`config.mk`:
```
export PLATFORM = sky130hd
export DESIGN_NAME = pcp_port
export DESIGN_NICKNAME = d
export VERILOG_FILES = /design/src/hw/pcp_port.v /design/src/hw/pcp_sync.v
export VERILOG_INCLUDE_DIRS = /design/src /design/src/hw
export SDC_FILE = /design/constraint.sdc
export NUM_CORES = 1
export LEC_CHECK = 0
export ABC_AREA = 1
export BUFFER_PORTS_ARGS = -buffer_cell sky130_fd_sc_hd__buf_2
export CORE_ASPECT_RATIO = 1.2
export CORE_MARGIN = 3
export CORE_UTILIZATION = 43
export DETAILED_ROUTE_END_ITERATION = 10
export GPL_TIMING_DRIVEN = 0
export PLACE_DENSITY = 0.7
export SETUP_SLACK_MARGIN = 0.02
export SKIP_LAST_GASP = 1
export SLEW_MARGIN = 25
export SYNTH_ARGS = -nofsm -noshare
export SYNTH_HDL_FRONTEND = slang
export SYNTH_HIERARCHICAL = 1
export SYNTH_SLANG_ARGS = --single-unit
```
`constraint.sdc`:
```
create_clock -name clk -period 1.8 [get_ports clk]
set_input_delay 0.36 -clock clk [delete_from_list [all_inputs] [get_ports clk]]
set_output_delay 0.36 -clock clk [all_outputs]
set_load 0.005 [all_outputs]
```
`src/hw/pcp_map.vh`:
```
// field layout and timing constants of the counter programming port
`ifndef PCP_MAP_VH
`define PCP_MAP_VH
`define PCP_PRI_W        20
`define PCP_ENH_W        8
`define PCP_PRE_EN_BIT   19
`define PCP_M_HI         18
`define PCP_M_LO         10
`define PCP_R_HI         9
`define PCP_R_LO         4
`define PCP_A_HI         3
`define PCP_A_LO         0
`define PCP_ENH_MON_OFF  0
`define PCP_CLK_NS       100
`define PCP_DEFAULT_CNT  4'h0
`define PCP_RST_MAIN     9'h000
`define PCP_RST_REF      6'h00
`define PCP_RST_ENH      8'h00
`endif

```
`src/hw/pcp_port.v`:
```
// programming front end: primary, secondary and enhancement words and counter source mux
//
// Contract
// - serial words arrive most significant bit first
// - shift clock loads primary or enhancement word
// - serial mode: source select picks primary/secondary
// - parallel mode: source select picks primary/secondary
// - prescaler enable low; high bypasses prescaler
// - enhancement strobe latches all data bits
// - upper main strobe latches reference/main top bits
// - lower main strobe latches prescaler, main low
// - swallow strobe latches reference low and all swallow bits
// - serial select chooses serial or parallel mode
// - direct select ignores serial and parallel ports
// - transfer strobe copies primary into secondary
// - main divider monitor, gated by enhancement bit
// - direct mode takes counters from static pins
// - serial load strobe rise copies primary word
// - enhancement bits act only while enable low
`include "pcp_map.vh"
module pcp_port (
   clk,
   reset,
   serial_data_in,
   shift_clk,
   enh_strobe,
   serial_load_strobe,
   upper_main_strobe,
   lower_main_strobe,
   swallow_strobe,
   transfer_strobe,
   par_data,
   serial_select,
   direct_select,
   serial_source_select,
   parallel_source_select,
   extras_active_n,
   direct_main,
   direct_swallow,
   direct_ref,
   direct_pre_en_n,
   main_divider_in,
   cnt_main,
   cnt_ref,
   cnt_swallow,
   prescaler_bypass,
   enh_effective,
   main_divider_monitor
);
   input  wire        clk;
   input  wire        reset;
   input  wire        serial_data_in;
   input  wire        shift_clk;
   input  wire        enh_strobe;
   input  wire        serial_load_strobe;
   input  wire        upper_main_strobe;
   input  wire        lower_main_strobe;
   input  wire        swallow_strobe;
   input  wire        transfer_strobe;
   input  wire [7:0]  par_data;
   input  wire        serial_select;
   input  wire        direct_select;
   input  wire        serial_source_select;
   input  wire        parallel_source_select;
   input  wire        extras_active_n;
   input  wire [8:0]  direct_main;
   input  wire [3:0]  direct_swallow;
   input  wire [3:0]  direct_ref;
   input  wire        direct_pre_en_n;
   input  wire        main_divider_in;
   output reg  [8:0]  cnt_main;
   output reg  [5:0]  cnt_ref;
   output reg  [3:0]  cnt_swallow;
   output reg         prescaler_bypass;
   output reg  [7:0]  enh_effective;
   output reg         main_divider_monitor;

   ////////////////////////////////////////////////////////////////////////////////
   // pin synchronisers
   wire sck_rise;
   wire sd_lvl;
   wire ew_lvl;
   wire ew_rise;
   wire sl_rise;
   wire um_rise;
   wire lm_rise;
   wire sw_rise;
   wire tr_rise;
   wire ssel_lvl;
   wire dsel_lvl;
   wire fss_lvl;
   wire fsp_lvl;
   wire enn_lvl;
   wire mdiv_lvl;

   pcp_sync u_sck (
      .clk       (clk),
      .reset     (reset),
      .async_in  (shift_clk),
      .level_out (),
      .rise_out  (sck_rise)
   );
   pcp_sync u_sd (
      .clk       (clk),
      .reset     (reset),
      .async_in  (serial_data_in),
      .level_out (sd_lvl),
      .rise_out  ()
   );
   pcp_sync u_ew (
      .clk       (clk),
      .reset     (reset),
      .async_in  (enh_strobe),
      .level_out (ew_lvl),
      .rise_out  (ew_rise)
   );
   pcp_sync u_sl (
      .clk       (clk),
      .reset     (reset),
      .async_in  (serial_load_strobe),
      .level_out (),
      .rise_out  (sl_rise)
   );
   pcp_sync u_um (
      .clk       (clk),
      .reset     (reset),
      .async_in  (upper_main_strobe),
      .level_out (),
      .rise_out  (um_rise)
   );
   pcp_sync u_lm (
      .clk       (clk),
      .reset     (reset),
      .async_in  (lower_main_strobe),
      .level_out (),
      .rise_out  (lm_rise)
   );
   pcp_sync u_sw (
      .clk       (clk),
      .reset     (reset),
      .async_in  (swallow_strobe),
      .level_out (),
      .rise_out  (sw_rise)
   );
   pcp_sync u_tr (
      .clk       (clk),
      .reset     (reset),
      .async_in  (transfer_strobe),
      .level_out (),
      .rise_out  (tr_rise)
   );
   pcp_sync u_ss (
      .clk       (clk),
      .reset     (reset),
      .async_in  (serial_select),
      .level_out (ssel_lvl),
      .rise_out  ()
   );
   pcp_sync u_ds (
      .clk       (clk),
      .reset     (reset),
      .async_in  (direct_select),
      .level_out (dsel_lvl),
      .rise_out  ()
   );
   pcp_sync u_fs (
      .clk       (clk),
      .reset     (reset),
      .async_in  (serial_source_select),
      .level_out (fss_lvl),
      .rise_out  ()
   );
   pcp_sync u_fp (
      .clk       (clk),
      .reset     (reset),
      .async_in  (parallel_source_select),
      .level_out (fsp_lvl),
      .rise_out  ()
   );
   pcp_sync u_en (
      .clk       (clk),
      .reset     (reset),
      .async_in  (extras_active_n),
      .level_out (enn_lvl),
      .rise_out  ()
   );
   pcp_sync u_md (
      .clk       (clk),
      .reset     (reset),
      .async_in  (main_divider_in),
      .level_out (mdiv_lvl),
      .rise_out  ()
   );

   // parallel data and direct pins are quasi-static, yet they still pass three
   // stages; a word counts only once stages two and three agree, so a skewed
   // bus never lands half old and half new
   reg [7:0]  pd1_r;
   reg [7:0]  pd2_r;
   reg [7:0]  pd3_r;
   reg [7:0]  pd_lvl_r;
   reg [17:0] dir1_r;
   reg [17:0] dir2_r;
   reg [17:0] dir3_r;
   reg [17:0] dir_lvl_r;
   always @(posedge clk) begin
      pd1_r  <= par_data;
      pd2_r  <= pd1_r;
      pd3_r  <= pd2_r;
      dir1_r <= {direct_pre_en_n, direct_main, direct_ref, direct_swallow};
      dir2_r <= dir1_r;
      dir3_r <= dir2_r;
      if (pd2_r == pd3_r) begin
         pd_lvl_r <= pd3_r;
      end
      if (dir2_r == dir3_r) begin
         dir_lvl_r <= dir3_r;
      end
   end

   ////////////////////////////////////////////////////////////////////////////////
   // mode decode
   wire mode_direct   = dsel_lvl;
   wire mode_serial   = !dsel_lvl && ssel_lvl;
   wire mode_parallel = !dsel_lvl && !ssel_lvl;

   ////////////////////////////////////////////////////////////////////////////////
   // programming words; no reset value, they hold until written
   reg [19:0] primary_counter_word;
   reg [19:0] secondary_word;
   reg [7:0]  enhancement_word;
   reg [19:0] pri_nxt;
   reg [7:0]  enh_nxt;

   always @* begin
      pri_nxt = primary_counter_word;
      enh_nxt = enhancement_word;
      if (mode_serial && sck_rise) begin
         // first bit shifted lands at the top, so msb first
         if (ew_lvl) begin
            enh_nxt = {enhancement_word[6:0], sd_lvl};
         end else begin
            pri_nxt = {primary_counter_word[18:0], sd_lvl};
         end
      end
      if (mode_parallel) begin
         if (ew_rise) begin
            enh_nxt = pd_lvl_r;
         end
         if (um_rise) begin
            pri_nxt[`PCP_R_HI:`PCP_R_HI-1]   = pd_lvl_r[3:2];
            pri_nxt[`PCP_M_HI:`PCP_M_HI-1]   = pd_lvl_r[1:0];
         end
         if (lm_rise) begin
            pri_nxt[`PCP_PRE_EN_BIT]         = pd_lvl_r[7];
            pri_nxt[`PCP_M_LO+6:`PCP_M_LO]   = pd_lvl_r[6:0];
         end
         if (sw_rise) begin
            pri_nxt[`PCP_R_LO+3:`PCP_R_LO]   = pd_lvl_r[7:4];
            pri_nxt[`PCP_A_HI:`PCP_A_LO]     = pd_lvl_r[3:0];
         end
      end
   end

   // only shift or strobe edges alter the words
   always @(posedge clk) begin
      primary_counter_word <= pri_nxt;
      enhancement_word     <= enh_nxt;
      if (!mode_direct && (tr_rise || (mode_serial && sl_rise))) begin
         secondary_word <= primary_counter_word;
      end
   end

   ////////////////////////////////////////////////////////////////////////////////
   // counter source selection
   reg [19:0] src_word;
   reg        use_primary;
   always @* begin
      use_primary = mode_serial ? fss_lvl : fsp_lvl;
      src_word    = use_primary ? primary_counter_word : secondary_word;
   end

   // enhancement bits apply only in serial/parallel with the enable low
   wire [7:0] enh_act = (!mode_direct && !enn_lvl) ? enhancement_word : 8'h00;

   always @(posedge clk) begin
      if (reset) begin
         cnt_main             <= `PCP_RST_MAIN;
         cnt_ref              <= `PCP_RST_REF;
         cnt_swallow          <= `PCP_DEFAULT_CNT;
         prescaler_bypass     <= 1'b0;
         enh_effective        <= `PCP_RST_ENH;
         main_divider_monitor <= 1'b0;
      end else begin
         if (mode_direct) begin
            // swallow pin 3 is the msb of the swallow count
            prescaler_bypass <= dir_lvl_r[17];
            cnt_main         <= dir_lvl_r[16:8];
            cnt_ref          <= {2'b00, dir_lvl_r[7:4]};
            cnt_swallow      <= dir_lvl_r[3:0];
         end else begin
            prescaler_bypass <= src_word[`PCP_PRE_EN_BIT];
            cnt_main         <= src_word[`PCP_M_HI:`PCP_M_LO];
            cnt_ref          <= src_word[`PCP_R_HI:`PCP_R_LO];
            cnt_swallow      <= src_word[`PCP_A_HI:`PCP_A_LO];
         end
         enh_effective <= enh_act;
         // a held-low monitor saves switching noise near the loop
         main_divider_monitor <= enh_act[`PCP_ENH_MON_OFF] ? 1'b0 : mdiv_lvl;
      end
   end
endmodule

```
`src/hw/pcp_sync.v`:
```
// three-stage input synchroniser with edge detection on agreement of stages two and three
module pcp_sync (
   clk,
   reset,
   async_in,
   level_out,
   rise_out
);
   input  wire clk;
   input  wire reset;
   input  wire async_in;
   output reg  level_out;
   output wire rise_out;

   reg s1_r;
   reg s2_r;
   reg s3_r;

   // a change counts once stages two and three agree
   always @(posedge clk) begin
      if (reset) begin
         s1_r      <= 1'b0;
         s2_r      <= 1'b0;
         s3_r      <= 1'b0;
         level_out <= 1'b0;
      end else begin
         s1_r <= async_in;
         s2_r <= s1_r;
         s3_r <= s2_r;
         if (s2_r == s3_r) begin
            level_out <= s3_r;
         end
      end
   end

   assign rise_out = (s2_r == s3_r) && s3_r && !level_out;
endmodule

```
==> summary.txt <==
GRT
  • Overall global routing resource usage: 0.137
  • Initial antenna violation count: 0
  • Remaining Overflow, GRT: 0
  • Pin count of the biggest net entering global routing: 60
  • Number of global-route vias before repair: 4844
  • First-pass GRT wire length: 22100 um

Cells and area
  • # nets final: 971
  • Inserted Diodes: 0
  • Non-Filler Instances: 1147
  • Register area: 0.00520 mm^2
  • Final Core Density: 0.548
  • Area taken by multi-input logic gates: 0.00192 mm^2
  • Fin area: 0.00942 mm^2
  • Fillers: 1522
  • Layout cell share with drive strength beyond 1: 0.163
  • Layout area overhead: 22.4%
  • Commonest cells after routing, fill and taps aside: dfxtp_1 (191), nand2_1 (142), inv_1 (133), nor2_1 (109), buf_2 (78)
  • Leading cell type in the layout, fill and taps excluded: dfxtp_1

Power
  • VDD IR max: 865 uV
  • PD cells: 1230 mW/mm^2
  • LEAKAGE: 4.33 nW
  • Tot Pwr: 11.6 mW

Clocking
  • Root Driver: clkbuf_16
  • CTS max path bufs: 3
  • Htree depth: 1
  • Clock transition at path regs: 0.06 ns
  • CTS buffer count: 23
  • CTS tree: yes
  • Clock sinks: 237
  • Skew-Pair Late Insertion Delay: 0.50 ns

STA
  • Worst setup margin: 0.235 ns
  • Final Hold Slack: 0.0604 ns
  • Setup violators final: 0
  • Worst Skew: 0.0103 ns
  • Tightest Pin Transition: 0.584 ns
  • Slew HR: 0.609
  • Slew Viols, Final: 0
  • Achievable Freq: 639 MHz
  • Final period utilization: 0.869
  • Hold Violations, Final: 0
  • Unrepaired setup endpoints after global routing: false
  • Setup TNS: 0 ns
  • Fin crit period: 1.57 ns

Drt
  • Residual DRC count: 0
  • Per-cell routed wire length: 11.5 um
  • Iter 0 DRT Violations: 320
  • Vias per inst: 4.33
  • Routed WL: 13100 um
  • Routed Antenna Nets: 0
  • Via count: 4968
  • Pre-antenna DRT Iters: 4

Placement
  • Placer congestion estimate: 0.832
  • Placed cells: 1079
  • Area post-placement: 0.00832 mm^2
  • HPWL Detailed: 8850 um
  • DP Worst Slack: -0.285 ns
  • PortBufs: 70

Min path
  • Tightest Hold Check Type: in2reg

Die
  • Die W: 128 um
  • Die footprint: 0.0195 mm^2
  • Rows: 52
  • Initial core utilization: 0.448
  • Core area: 0.0172 mm^2
  • IO Count: 71
  • Chip height: 153 um

Worst setup path
  • Critical path class: reg2reg
  • Nature of the critical path startpoint: register
  • WP data arrival: 1.69 ns
  • Crit Path Max Fanout: 20
  • CP endpoint kind: register
  • Worst path required time: 1.93 ns

Run
  • Max-Cap Viols: 0

Synth
  • Syn Area/Cell: 9.70 um^2
  • Synth warnings: 6
  • Synth Net Count: 849
  • Mapped Area: 0.00769 mm^2
  • Post-Synthesis Cells: 793

Status
  • Status: complete, no violations
## critical path, cell delays in order, from the launching register on
cell and delay, ns:
dfxtp_1 0.33, ha_1 0.14, inv_1 0.04, nor2_1 0.09
a21oi_1 0.11, nor2_4 0.47
## timing repair
action | CTS | global route
hold endpoints to repair | 26 | 0
pin swaps | 0 | 1
setup buffers | 0 | 1
hold buffers | 26 | 0
endpoints found under the setup margin | 46 | 18
cloned | 0 | 0
resized for setup | 3 | 0
## metal layers
layer / up-vias / track usage / part of all wire
met5: - / 0 / 0
met4: 0 / 0.0506 / 0.021
met3: 21 / 0.0256 / 0.053
met2: 93 / 0.235 / 0.48
met1: 2176 / 0.169 / 0.44
li1: 2678 / - / -
## path summary, 6_finish.rpt
path | from | end | slack (ns) | depth (start not counted)
worst max-delay path | u_sl/s2_r$_SDFF_PP0_ | secondary_word[16]$_DFFE_PP_ | 0.23 | 5
worst min-delay path | serial_load_strobe | u_sl/s1_r$_SDFF_PP0_ | 0.06 | 3
worst max register to register | u_sl/s2_r$_SDFF_PP0_ | secondary_word[16]$_DFFE_PP_ | 0.23 | 5
worst min register to register | dir1_r[2]$_DFF_P_ | dir2_r[2]$_DFF_P_ | 0.33 | 0
## where the power goes
group	total, mW	internal (mW)	switching (mW)
Clock	4.90	2.98	1.93
Sequential	6.01	5.79	0.228
Combinational	0.692	0.332	0.360
Total	11.6	9.09	2.52
## sequential cells by signal (all words and copies together), names as in the netlist, 8 cells and up
name	count
secondary_word	20
enh_effective	8
primary_counter_word	20
enhancement_word	8
pd2_r	8
dir_lvl_r	18
pd1_r	8
dir2_r	18
pd_lvl_r	8
pd3_r	8
dir3_r	18
dir1_r	18
cnt_main	9
## layout make-up
class                           count  share of cell area
Sequential cell                   237               0.553
Multi-Input combinational cell    406               0.203
Clock buffer                       29              0.0724
Buffer                             15             0.00930
Tap cell                          216              0.0287
Inverter                          135              0.0538
Clock inverter                     12              0.0126
Timing Repair Buffer               97              0.0672
Power figures use the tool's default switching activity.
